===== src/design/sla_pkg.sv =====
// constants, types and helpers of the sliced alu and accumulator
// Operation
// - slice does arithmetic when logic select low, carry-free logic when high
// - four 4-bit slices plus one lookahead generator give a 16-bit word
// - 20/24-bit words use one generator and ripple through extra slices
// - 28/32-bit words use two 16-bit lookahead blocks, carry rippling between
// - a third lookahead level is used only above 32 bits
// - slice offers a doubling operation, A plus A
// - all-ones flag is high whenever every result bit is high
// - in pass, all-ones flag tells that operand A is all ones
// - in exclusive-or, all-ones flag tells operands are complementary
// - in equivalence, all-ones flag tells operands are identical
// - in subtraction, carry-out gives A at least B or A below B
// - in subtraction minus one, carry-out gives A above B or not
// - accumulator modes: 00 hold, 01 left, 10 right, 11 load
// - accumulator shifts and rotates on the rising clock edge
// - low acc_clear_n clears the accumulator at once, without clock
// - complement control at 1 complements the operand, one's complement
// - two 4-bit registers cascade to an 8-bit adding or subtracting acc
package sla_pkg;

  localparam int WORD_BITS = 32;
  localparam int SLICES    = WORD_BITS / 4;
  localparam int NBLK      = (SLICES + 3) / 4;
  localparam int ADDR_BITS = 8;

  localparam logic [7:0] OFS_OPA        = 8'h00;
  localparam logic [7:0] OFS_OPB        = 8'h04;
  localparam logic [7:0] OFS_CTRL       = 8'h08;
  localparam logic [7:0] OFS_RESULT     = 8'h0C;
  localparam logic [7:0] OFS_FLAGS      = 8'h10;
  localparam logic [7:0] OFS_ACC_CTRL   = 8'h14;
  localparam logic [7:0] OFS_ACC_STEP   = 8'h18;
  localparam logic [7:0] OFS_ACC        = 8'h1C;
  localparam logic [7:0] OFS_INT_STATUS = 8'h20;
  localparam logic [7:0] OFS_INT_CLEAR  = 8'h24;
  localparam logic [7:0] OFS_INT_ENABLE = 8'h28;

  localparam int CTRL_SEL_LSB   = 0;
  localparam int CTRL_LOGIC_BIT = 4;
  localparam int CTRL_CARRY_BIT = 5;
  localparam int ACC_MODE_LSB   = 0;
  localparam int ACC_COMP_BIT   = 2;
  localparam int ACC_CIN_BIT    = 3;
  localparam int ACC_ROT_BIT    = 4;
  localparam int ACC_SIN_BIT    = 5;
  localparam int FLG_ONES_BIT   = 0;
  localparam int FLG_CARRY_BIT  = 1;
  localparam int INT_ONES       = 0;
  localparam int INT_CARRY      = 1;
  localparam int INT_ACC_CARRY  = 2;
  localparam int INT_BITS       = 3;

  localparam logic [5:0]          CTRL_RST     = 6'h00;
  localparam logic [5:0]          ACC_CTRL_RST = 6'h00;
  localparam logic [INT_BITS-1:0] INT_EN_RST   = 3'h0;
  localparam logic [3:0]          ACC4_RST     = 4'h0;

  localparam logic [3:0] SEL_PASS   = 4'h0;
  localparam logic [3:0] SEL_SUB    = 4'h6;
  localparam logic [3:0] SEL_ADD    = 4'h9;
  localparam logic [3:0] SEL_DOUBLE = 4'hC;
  localparam logic [1:0] RESP_OKAY   = 2'h0;
  localparam logic [1:0] RESP_SLVERR = 2'h2;

  typedef enum logic [1:0]
  {
    ACC_HOLD  = 2'h0,
    ACC_LEFT  = 2'h1,
    ACC_RIGHT = 2'h2,
    ACC_LOAD  = 2'h3
  } sla_acc_mode_t;

  typedef struct packed
  {
    logic [3:0] f;
    logic       g;
    logic       p;
    logic       ones;
  } sla_slice_out_t;

  typedef struct packed
  {
    logic [3:0] q;
  } sla_acc4_state_t;

  typedef struct packed
  {
    logic                 awready;
    logic                 wready;
    logic                 bvalid;
    logic [1:0]           bresp;
    logic                 arready;
    logic                 rvalid;
    logic [1:0]           rresp;
    logic [31:0]          rdata;
    logic                 aw_hold;
    logic [ADDR_BITS-1:0] awaddr;
    logic                 w_hold;
    logic [31:0]          wdata;
    logic [3:0]           wstrb;
    logic [31:0]          opa;
    logic [31:0]          opb;
    logic [5:0]           ctrl;
    logic [5:0]           acc_ctrl;
    logic                 acc_step;
    logic [31:0]          result;
    logic                 ones;
    logic                 carry;
    logic [INT_BITS-1:0]  int_status;
    logic [INT_BITS-1:0]  int_enable;
    logic                 irq;
  } sla_top_state_t;

  function automatic logic [31:0] sla_merge(input logic [31:0] old,
                                            input logic [31:0] wd,
                                            input logic [3:0]  strb);
    logic [31:0] m;
    m = old;
    for (int i = 0; i < 4; i++)
    begin
      if (strb[i])
        m[8*i +: 8] = wd[8*i +: 8];
    end
    return m;
  endfunction

endpackage


===== src/design/sla_slice.sv =====
// one 4-bit alu slice with group generate and propagate
`timescale 1ns/1ps
`default_nettype none
module sla_slice
(
  input  wire logic [3:0]              a,
  input  wire logic [3:0]              b,
  input  wire logic [3:0]              sel,
  input  wire logic                    logic_mode,
  input  wire logic                    cin,
  output var  sla_pkg::sla_slice_out_t res
);
  import sla_pkg::*;

  logic [3:0] op1;
  logic [3:0] op2;
  logic [3:0] c;
  logic       grp;

  // sel 1001 adds, 0000 passes A, so tying sel0 to sel3 gives add-or-pass
  always_comb
  begin
    op1 = a | (b & {4{sel[0]}}) | (~b & {4{sel[1]}});
    op2 = a & ((~b & {4{sel[2]}}) | (b & {4{sel[3]}}));
    // sel 1100 makes both terms A, so the sum is A doubled
    c[0] = cin & ~logic_mode;
    for (int i = 1; i < 4; i++)
      c[i] = ~logic_mode & (op2[i-1] | (op1[i-1] & c[i-1]));
    grp = 1'h0;
    for (int i = 0; i < 4; i++)
      grp = op2[i] | (op1[i] & grp);
    if (logic_mode)
      res.f = ~(op1 ^ op2);
    else
      res.f = op1 ^ op2 ^ c;
    // carries inhibited: no generate or propagate leaves in logic mode
    res.g = grp & ~logic_mode;
    res.p = (&op1) & ~logic_mode;
    res.ones = &res.f;
  end

endmodule
`default_nettype wire


===== src/design/sla_acc4.sv =====
// 4-bit accumulator register with hold, shift, rotate and load
`timescale 1ns/1ps
`default_nettype none
module sla_acc4
(
  input  wire logic                   clk,
  input  wire logic                   clear_n,
  input  wire sla_pkg::sla_acc_mode_t mode,
  input  wire logic [3:0]             d,
  input  wire logic                   left_in,
  input  wire logic                   right_in,
  output var  logic [3:0]             q
);
  import sla_pkg::*;

  sla_acc4_state_t r;
  sla_acc4_state_t next_r;

  always_comb
  begin
    next_r = r;
    case (mode)
      ACC_HOLD:  next_r = r;
      ACC_LEFT:  next_r.q = {r.q[2:0], left_in};
      ACC_RIGHT: next_r.q = {right_in, r.q[3:1]};
      ACC_LOAD:  next_r.q = d;
      default:   next_r = r;
    endcase
  end

  // clear acts without the clock all moves on the rising edge
  always_ff @(posedge clk or negedge clear_n)
  begin
    if (!clear_n)
      r <= ACC4_RST;
    else
      r <= next_r;
  end

  assign q = r.q;

  AST_ACC_HOLD: assert property (@(posedge clk) disable iff (!clear_n)
    mode == ACC_HOLD |=> $stable(q))
    else $error("accumulator moved in hold");
  AST_ACC_SHIFT: assert property (@(posedge clk) disable iff (!clear_n)
    mode == ACC_RIGHT |=> q == {$past(right_in), $past(q[3:1])})
    else $error("accumulator right shift wrong");
  AST_ACC_CLEAR: assert property (@(posedge clk)
    !clear_n |-> q == ACC4_RST)
    else $error("accumulator not cleared");

endmodule
`default_nettype wire


===== src/design/sla_top.sv =====
// 32-bit sliced alu with lookahead and 8-bit accumulator on axi4-lite
`timescale 1ns/1ps
`default_nettype none
module sla_top
(
  input  wire logic                          CLK,
  input  wire logic                          RST_N,
  input  wire logic                          ACC_CLEAR_N,
  input  wire logic                          AWVALID,
  output var  logic                          AWREADY,
  input  wire logic [sla_pkg::ADDR_BITS-1:0] AWADDR,
  input  wire logic                          WVALID,
  output var  logic                          WREADY,
  input  wire logic [31:0]                   WDATA,
  input  wire logic [3:0]                    WSTRB,
  output var  logic                          BVALID,
  input  wire logic                          BREADY,
  output var  logic [1:0]                    BRESP,
  input  wire logic                          ARVALID,
  output var  logic                          ARREADY,
  input  wire logic [sla_pkg::ADDR_BITS-1:0] ARADDR,
  output var  logic                          RVALID,
  input  wire logic                          RREADY,
  output var  logic [31:0]                   RDATA,
  output var  logic [1:0]                    RRESP,
  output var  logic                          IRQ
);
  import sla_pkg::*;

  sla_top_state_t      r;
  sla_top_state_t      next_r;
  sla_slice_out_t      slice_res [SLICES];
  logic [SLICES-1:0]   sg;
  logic [SLICES-1:0]   sp;
  logic [SLICES-1:0]   scin;
  logic [SLICES-1:0]   sones;
  logic [WORD_BITS-1:0] alu_f;
  logic                alu_ones;
  logic [NBLK:0]       blk_c;
  logic [3:0]          blk_o [NBLK];
  logic [7:0]          acc_q;
  logic [7:0]          acc_opd;
  logic [8:0]          acc_sum;
  logic                acc_clr_n;
  logic                acc_rot;
  logic                acc_sin;
  sla_acc_mode_t       acc_mode;
  logic [INT_BITS-1:0] ev;
  logic [INT_BITS-1:0] clr;
  logic [7:0]          waddr;
  logic [7:0]          raddr;

  // four-wide carry lookahead over group generate and propagate
  function automatic logic [3:0] look4(input logic [3:0] g,
                                       input logic [3:0] p,
                                       input logic       c);
    logic [3:0] o;
    o[0] = g[0] | (p[0] & c);
    o[1] = g[1] | (p[1] & g[0]) | (&p[1:0] & c);
    o[2] = g[2] | (p[2] & g[1]) | (&p[2:1] & g[0]) | (&p[2:0] & c);
    o[3] = g[3] | (p[3] & g[2]) | (&p[3:2] & g[1]) | (&p[3:1] & g[0])
         | (&p & c);
    return o;
  endfunction

  for (genvar k = 0; k < SLICES; k++)
  begin : g_slice
    sla_slice u_slice
    (
      .a          (r.opa[4*k +: 4]),
      .b          (r.opb[4*k +: 4]),
      .sel        (r.ctrl[CTRL_SEL_LSB +: 4]),
      .logic_mode (r.ctrl[CTRL_LOGIC_BIT]),
      .cin        (scin[k]),
      .res        (slice_res[k])
    );
    assign alu_f[4*k +: 4] = slice_res[k].f;
    assign sg[k]           = slice_res[k].g;
    assign sp[k]           = slice_res[k].p;
    assign sones[k]        = slice_res[k].ones;
  end

  // ones outputs of all slices are and-tied into one flag
  assign alu_ones = &sones;

  // one generator per 16 bits blocks ripple into each other
  // a short top block is a single generator with rippling slices
  // only two levels: a third pays off above 32 bits only
  assign blk_c[0] = r.ctrl[CTRL_CARRY_BIT];
  for (genvar b = 0; b < NBLK; b++)
  begin : g_blk
    assign blk_o[b]       = look4(sg[4*b +: 4], sp[4*b +: 4], blk_c[b]);
    assign blk_c[b+1]     = blk_o[b][3];
    assign scin[4*b +: 4] = {blk_o[b][2:0], blk_c[b]};
  end

  // 8-bit accumulator: two cascaded 4-bit registers
  assign acc_clr_n = RST_N & ACC_CLEAR_N;
  assign acc_rot   = r.acc_ctrl[ACC_ROT_BIT];
  assign acc_sin   = r.acc_ctrl[ACC_SIN_BIT];
  // complement with carry-in 1 subtracts, without it subtracts one more
  assign acc_opd   = r.opb[7:0] ^ {8{r.acc_ctrl[ACC_COMP_BIT]}};
  assign acc_sum   = {1'h0, acc_q} + {1'h0, acc_opd}
                   + {8'h00, r.acc_ctrl[ACC_CIN_BIT]};
  // register only moves on the cycle after a step write
  assign acc_mode  = r.acc_step
                   ? sla_acc_mode_t'(r.acc_ctrl[ACC_MODE_LSB +: 2])
                   : ACC_HOLD;

  sla_acc4 u_acc_lo
  (
    .clk      (CLK),
    .clear_n  (acc_clr_n),
    .mode     (acc_mode),
    .d        (acc_sum[3:0]),
    .left_in  (acc_rot ? acc_q[7] : acc_sin),
    .right_in (acc_q[4]),
    .q        (acc_q[3:0])
  );

  sla_acc4 u_acc_hi
  (
    .clk      (CLK),
    .clear_n  (acc_clr_n),
    .mode     (acc_mode),
    .d        (acc_sum[7:4]),
    .left_in  (acc_q[3]),
    .right_in (acc_rot ? acc_q[0] : acc_sin),
    .q        (acc_q[7:4])
  );

  assign waddr = {r.awaddr[ADDR_BITS-1:2], 2'h0};
  assign raddr = {ARADDR[ADDR_BITS-1:2], 2'h0};

  always_comb
  begin
    next_r          = r;
    next_r.acc_step = 1'h0;
    // alu result and flags are sampled every cycle
    next_r.result   = alu_f;
    next_r.ones     = alu_ones;
    next_r.carry    = blk_c[NBLK];
    ev                = '0;
    ev[INT_ONES]      = alu_ones & ~r.ones;
    ev[INT_CARRY]     = blk_c[NBLK] & ~r.carry;
    ev[INT_ACC_CARRY] = (acc_mode == ACC_LOAD) & acc_sum[8];
    clr               = '0;

    if (AWVALID && r.awready)
    begin
      next_r.aw_hold = 1'h1;
      next_r.awaddr  = AWADDR;
    end
    if (WVALID && r.wready)
    begin
      next_r.w_hold = 1'h1;
      next_r.wdata  = WDATA;
      next_r.wstrb  = WSTRB;
    end
    if (r.bvalid && BREADY)
      next_r.bvalid = 1'h0;

    // address and data may arrive in either order; act once both held
    if (r.aw_hold && r.w_hold && !r.bvalid)
    begin
      next_r.aw_hold = 1'h0;
      next_r.w_hold  = 1'h0;
      next_r.bvalid  = 1'h1;
      next_r.bresp   = RESP_OKAY;
      case (waddr)
        OFS_OPA:
          next_r.opa = sla_merge(r.opa, r.wdata, r.wstrb);
        OFS_OPB:
          next_r.opb = sla_merge(r.opb, r.wdata, r.wstrb);
        OFS_CTRL:
          if (r.wstrb[0])
            next_r.ctrl = r.wdata[5:0];
        OFS_ACC_CTRL:
          if (r.wstrb[0])
            next_r.acc_ctrl = r.wdata[5:0];
        OFS_ACC_STEP:
          next_r.acc_step = 1'h1;
        OFS_INT_CLEAR:
          if (r.wstrb[0])
            clr = r.wdata[INT_BITS-1:0];
        OFS_INT_ENABLE:
          if (r.wstrb[0])
            next_r.int_enable = r.wdata[INT_BITS-1:0];
        OFS_RESULT, OFS_FLAGS, OFS_ACC, OFS_INT_STATUS:
          next_r.bresp = RESP_OKAY;
        default:
          next_r.bresp = RESP_SLVERR;
      endcase
    end

    // an event in the clearing cycle survives the clear
    next_r.int_status = (r.int_status & ~clr) | ev;
    next_r.irq        = |(next_r.int_status & next_r.int_enable);

    if (r.rvalid && RREADY)
      next_r.rvalid = 1'h0;
    if (ARVALID && r.arready)
    begin
      next_r.rvalid = 1'h1;
      next_r.rresp  = RESP_OKAY;
      next_r.rdata  = 32'h0000_0000;
      case (raddr)
        OFS_OPA:        next_r.rdata = r.opa;
        OFS_OPB:        next_r.rdata = r.opb;
        OFS_CTRL:       next_r.rdata[5:0] = r.ctrl;
        OFS_RESULT:     next_r.rdata = r.result;
        OFS_FLAGS:
        begin
          next_r.rdata[FLG_ONES_BIT]  = r.ones;
          next_r.rdata[FLG_CARRY_BIT] = r.carry;
        end
        OFS_ACC_CTRL:   next_r.rdata[5:0] = r.acc_ctrl;
        OFS_ACC:        next_r.rdata[7:0] = acc_q;
        OFS_INT_STATUS: next_r.rdata[INT_BITS-1:0] = r.int_status;
        OFS_INT_ENABLE: next_r.rdata[INT_BITS-1:0] = r.int_enable;
        OFS_ACC_STEP, OFS_INT_CLEAR:
          next_r.rresp = RESP_OKAY;
        default:
          next_r.rresp = RESP_SLVERR;
      endcase
    end

    // one write and one read in flight; ready drops until answered
    next_r.awready = ~next_r.aw_hold & ~next_r.bvalid;
    next_r.wready  = ~next_r.w_hold & ~next_r.bvalid;
    next_r.arready = ~next_r.rvalid;
  end

  always_ff @(posedge CLK or negedge RST_N)
  begin
    if (!RST_N)
    begin
      r            <= '0;
      r.ctrl       <= CTRL_RST;
      r.acc_ctrl   <= ACC_CTRL_RST;
      r.int_enable <= INT_EN_RST;
    end
    else
      r <= next_r;
  end

  assign AWREADY = r.awready;
  assign WREADY  = r.wready;
  assign BVALID  = r.bvalid;
  assign BRESP   = r.bresp;
  assign ARREADY = r.arready;
  assign RVALID  = r.rvalid;
  assign RDATA   = r.rdata;
  assign RRESP   = r.rresp;
  assign IRQ     = r.irq;

  // reference values for the checks below
  logic        arith;
  logic [3:0]  sel;
  logic        cin;
  logic [32:0] add_ref;
  logic [16:0] add_lo_ref;
  assign arith   = ~r.ctrl[CTRL_LOGIC_BIT];
  assign sel     = r.ctrl[CTRL_SEL_LSB +: 4];
  assign cin     = r.ctrl[CTRL_CARRY_BIT];
  assign add_ref = {1'h0, r.opa} + {1'h0, r.opb} + {32'h0, cin};
  // lower block carry checked against a plain 16-bit sum, not the wiring
  assign add_lo_ref = {1'h0, r.opa[15:0]} + {1'h0, r.opb[15:0]}
                    + {16'h0000, cin};

  AST_LOGIC_NO_CARRY: assert property (@(posedge CLK) disable iff (!RST_N)
    !arith |=> !r.carry)
    else $error("carry seen in logic mode");
  AST_ADD_LOOKAHEAD: assert property (@(posedge CLK) disable iff (!RST_N)
    arith && sel == SEL_ADD |=> {r.carry, r.result} == $past(add_ref))
    else $error("lookahead add result wrong");
  AST_BLOCK_RIPPLE: assert property (@(posedge CLK) disable iff (!RST_N)
    arith && sel == SEL_ADD |-> scin[4] == add_lo_ref[16]
    && blk_c[2] == blk_o[1][3])
    else $error("upper block not fed by lower block carry");
  AST_DOUBLE: assert property (@(posedge CLK) disable iff (!RST_N)
    arith && sel == SEL_DOUBLE && !cin |=> r.result == {$past(r.opa[30:0]), 1'h0})
    else $error("double of A wrong");
  AST_ONES_FLAG: assert property (@(posedge CLK) disable iff (!RST_N)
    r.ones == &r.result)
    else $error("all-ones flag disagrees with result");
  AST_PASS_ONES: assert property (@(posedge CLK) disable iff (!RST_N)
    arith && sel == SEL_PASS && !cin |=> r.ones == (&$past(r.opa)))
    else $error("pass flag wrong");
  AST_IDENTICAL: assert property (@(posedge CLK) disable iff (!RST_N)
    !arith && sel == SEL_ADD |=> r.ones == ($past(r.opa) == $past(r.opb)))
    else $error("identity flag wrong");
  AST_COMPLEMENT: assert property (@(posedge CLK) disable iff (!RST_N)
    !arith && sel == SEL_SUB |=> r.ones == ($past(r.opa) == ~$past(r.opb)))
    else $error("complement flag wrong");
  AST_SUB_GE: assert property (@(posedge CLK) disable iff (!RST_N)
    arith && sel == SEL_SUB && cin |=> r.carry == ($past(r.opa) >= $past(r.opb)))
    else $error("subtract magnitude wrong");
  AST_SUB_GT: assert property (@(posedge CLK) disable iff (!RST_N)
    arith && sel == SEL_SUB && !cin |=> r.carry == ($past(r.opa) > $past(r.opb)))
    else $error("subtract minus one magnitude wrong");
  AST_ACC_LOAD: assert property (@(posedge CLK) disable iff (!acc_clr_n)
    acc_mode == ACC_LOAD |=> acc_q == $past(acc_sum[7:0]))
    else $error("accumulator did not load sum");
  AST_ACC_SUBTRACT: assert property (@(posedge CLK) disable iff (!acc_clr_n)
    acc_mode == ACC_LOAD && r.acc_ctrl[ACC_COMP_BIT] && r.acc_ctrl[ACC_CIN_BIT]
    |=> acc_q == 8'($past(acc_q) - $past(r.opb[7:0])))
    else $error("accumulator subtract wrong");
  AST_ACC_ROTATE: assert property (@(posedge CLK) disable iff (!acc_clr_n)
    acc_mode == ACC_LEFT && acc_rot |=> acc_q == {$past(acc_q[6:0]), $past(acc_q[7])})
    else $error("accumulator rotate left wrong");

  COV_ADD_CARRY: cover property (@(posedge CLK) disable iff (!RST_N)
    arith && sel == SEL_ADD ##1 r.carry);
  COV_ONES: cover property (@(posedge CLK) disable iff (!RST_N)
    !arith && sel == SEL_ADD ##1 r.ones);
  COV_ACC_LOAD: cover property (@(posedge CLK) disable iff (!RST_N)
    acc_mode == ACC_LOAD && acc_sum[8]);
  COV_IRQ: cover property (@(posedge CLK) disable iff (!RST_N)
    !r.irq ##1 r.irq);

endmodule
`default_nettype wire


===== config.mk =====
export PLATFORM = sky130hd
export DESIGN_NAME = sla_top
export DESIGN_NICKNAME = d
export VERILOG_FILES = /design/src/design/sla_pkg.sv /design/src/design/sla_slice.sv /design/src/design/sla_acc4.sv /design/src/design/sla_top.sv
export SDC_FILE = /design/constraint.sdc
export NUM_CORES = 1
export LEC_CHECK = 0
export BUFFER_PORTS_ARGS = -buffer_cell sky130_fd_sc_hd__buf_2
export CAP_MARGIN = 0
export CORE_UTILIZATION = 30
export DETAILED_ROUTE_END_ITERATION = 7
export SYNTH_ARGS = -nofsm -noshare
export SYNTH_HDL_FRONTEND = slang
export SYNTH_HIERARCHICAL = 1
export SYNTH_SLANG_ARGS = --single-unit

===== constraint.sdc =====
create_clock -name CLK -period 9.02 [get_ports CLK]
set_clock_uncertainty 0.15 [all_clocks]
set_input_delay 1.353 -clock CLK [delete_from_list [all_inputs] [get_ports CLK]]
set_output_delay 1.353 -clock CLK [all_outputs]
set_load 0.02 [all_outputs]

==> impl_metrics.toml <==
[outcome]
status = "finished clean"

[clocking]
htree_levels = 1
clk_latency_ns = 0.55
cts_made_buffers = 25
cts.sinks = 209
cts.repair.resized = 0
cts_tree = "yes"
postCtsSetupBuffers = 0
cts-hold-fix-buffers = 0
clk_pin_slew_ns = 0.06
ctsLongestPathBuffers = 3
clock-root-buffer = "clkbuf_16"

[logic_synthesis]
synthMostInstantiatedCell = "dfrtp_1"
syn_area_per_cell_um2 = 11.0
ys_async_sr_fraction_pct = 100
synth_area_um2 = 12500
synth.top_cell.area_share_pct = 41.8
synth_top_area_cell = "dfrtp_1"
ys.flop_type = "dfrtp_1"
synth_area_leaders = "dfrtp_1 (42%), mux2_2 (14%), mux2i_1 (4.9%)"
ys_warn_count = 6
synthCells = 1134
ys_types = 63
synth-edff-count = 0
yosysSeqAreaShare_pct = 41.8
synthTopCellsByCount = "dfrtp_1 (209), mux2_2 (155), nand2_1 (86)"
ys_ff_latch = 209

[global_route]
grt_start_max_net_pins = 84
grt_pass1_wl_um = 51100
grt_pass1_vias = 8940
overflow = 0
grt_util_all_layers_pct = 15.3
antenna_found_initial = 0

[setup_path]
slowest_delay_ns = 0.66
endpoint_kind = "flop"
worst-path-buf-inv = 1
crit_top_cell = "a21o_1"
cp_top_family = "compound AO/OA/AOI/OAI gates"
crit_arrival_ns = 5.28
crit_type = "reg2reg"
worst_r2r_endpoint = "IRQ$_DFF_PN0_"
regToRegStartpoint = "r[51]$_DFFE_PN0P_"
path_cells = "buf_4 > mux2i_1 > nor2b_1 > o21ai_0 > a21oi_1 > a21o_1 > a21o_2 > a31o_2 > a21o_1 > a21o_1 > o21ai_2 > a22oi_2 > mux2i_1 > a32oi_1 > nand4_1 > nor3_1 > a21o_1 > a221o_1"
cp_max_fo = 29
cp_data_required_time_ns = 9.29
r2r_setup_slack_ns = 4.01
cp-start-kind = "flop"
r2r_cells = 18
cpMaxStageDelayCell = "dfrtp_1"
crit_cells = 18

[drt]
routedWlPerCell_um = 18.4
drc = 0
drt-total-wl_um = 32200
drt_iter0_drc = 490
dr.pass1.iters = 4
drt-vias-per-instance = 5.21
vias = 9130
antenna_left = 0

[pwr]
power.net_switching_w = 0.00136
p_leak_nw = 6.32
power.density_nw_per_um2 = 266
p_seq_share_pct = 41.1
internal_power_w = 0.00241
sw_frac_of_total_pct = 36.0
power_frac_comb_pct = 32.1
peakVddDrop_uv = 164
power_frac_clock_pct = 26.8

[worst_hold_path]
hold_path_depth = 2
worstHoldStart = "RDATA[1]$_DFFE_PN0P_"
holdPathEnd = "RDATA[1]$_DFFE_PN0P_"
hold_path.class = "reg2reg"

[place]
dp_hpwl_um = 21500
dp_cells = 1707
finalWeightedCongestion = 0.882
numPortBuffers = 95
place_ws_ns = 4.10
place_area_um2 = 13300

[layout]
nFillCells = 4141
finalInstanceArea_um2 = 14100
final_layout_size_suffix_gt1_share_pct = 28.8
fin_cells = 1751
fin_nets = 1271
area_delta_synth_final_pct = 12.9
diodes = 0

[sta]
clock.fmax_ghz = 0.199
timing.setup.tns_ns = 0
hold_ws_ns = 0.326
period_minus_slack_ns = 5.01
finalCritPeriodShare_pct = 55.6
setup_viol = 0
slew_viol_final = 0
slew_headroom_pct = 36.5
worst_pin_slew_ns = 0.952
hold_violations = 0
rsz0062_at_grt = "false"
finalWorstSetupSlack_ns = 4.01

[die]
io_pins = 102
row_count = 74
start_util_pct = 30.6
dieArea_um2 = 42500
core_area_um2 = 40900
die_w_um = 206
die_h_um = 206

[run]
max_cap_violations = 0
## kinds of logic after synthesis
logic type | Yosys count | synth area share, %
AND/OR/NAND/NOR | 279 | 11.1
multiplexers | 249 | 24.1
AO/OA/AOI/OAI | 239 | 13.7
flip-flops | 209 | 41.8
buffers and inverters | 95 | 4.47
XOR/XNOR | 53 | 3.71
adder cells (fa/ha/maj) | 9 | 1.02
other | 1 | 0.0300
## how the worst max path moves through the flow
stage | from | to
floorplan | r[48]$_DFFE_PN0P_ | IRQ$_DFF_PN0_
global placement | r[51]$_DFFE_PN0P_ | IRQ$_DFF_PN0_
detailed placement | r[51]$_DFFE_PN0P_ | IRQ$_DFF_PN0_
CTS | r[51]$_DFFE_PN0P_ | IRQ$_DFF_PN0_
global route | r[51]$_DFFE_PN0P_ | IRQ$_DFF_PN0_
finish | r[51]$_DFFE_PN0P_ | IRQ$_DFF_PN0_
## cell usage in the layout (no fill, tap or decap), drive strengths merged, types with 4 or more instances in the layout
cell	instances
o21ai	63
nand4	4
xnor2	29
nor2b	19
nor4	19
a31oi	4
o211ai	17
and2	16
mux2i	61
mux2	171
a21oi	33
nand2	86
o22ai	5
clkinv	4
dfrtp	209
nand3	23
nor4b	10
buf	109
inv	27
nor3	8
nor2	67
o21a	5
mux4	17
a21o	18
nand2b	12
a22o	26
xor2	24
a211oi	17
a211o	8
a32oi	8
o21bai	8
ha	7
a22oi	19
clkbuf	34
## per-layer routing
layer	part of all wire (%)	global-route usage (%)	vias up
met1	48	21.6	4581
met3	4.1	2.30	49
met4	2.2	3.47	0
met5	0	0	-
met2	46	24.4	174
li1	-	-	4326
## power groups by stage
stage / clock network (W) / registers [W] / logic [W]
floorplan: 0 / 0.00146 / 0.000975
global placement: 0 / 0.00155 / 0.00118
detailed placement: 0 / 0.00156 / 0.00121
CTS: 0.00104 / 0.00155 / 0.00121
global route: 0.00108 / 0.00160 / 0.00133
finish: 0.00101 / 0.00155 / 0.00121
## layout make-up
cell class | instances | area [µm²] | area share (%)
Clock buffer | 33 | 686 | 4.86
Sequential cell | 209 | 5230 | 37.0
Tap cell | 532 | 666 | 4.71
Multi-Input combinational cell | 831 | 6730 | 47.6
Clock inverter | 11 | 123 | 0.868
Inverter | 25 | 93.8 | 0.664
Timing Repair Buffer | 110 | 597 | 4.23
## state kept, by name (all words and copies together) (netlist names)
name / flops
BVALID: 1
u_acc_hi/q: 4
AWREADY: 1
acc_rot: 1
acc_sin: 1
IRQ: 1
WREADY: 1
blk_c: 1
RDATA: 32
ARREADY: 1
r: 158
u_acc_lo/q: 4
RVALID: 1
BRESP: 1
RRESP: 1
## tightest hold or removal path, delay by kind of cell (launching register included)
kind | cells | cell delay, ns
and+or+nand+nor | 1 | 0.04
DFF | 1 | 0.33
AOI/OAI and AO/OA | 1 | 0.06
## stage by stage
stage | utilization [%] | power [W]
after floorplan | - | 0.00243
after global placement | 32.5 | 0.00273
after detailed placement | 32.5 | 0.00277
after CTS | 34.5 | 0.00380
after global routing | 34.5 | 0.00400
final | 34.5 | 0.00376
Power figures use the tool's default switching activity.
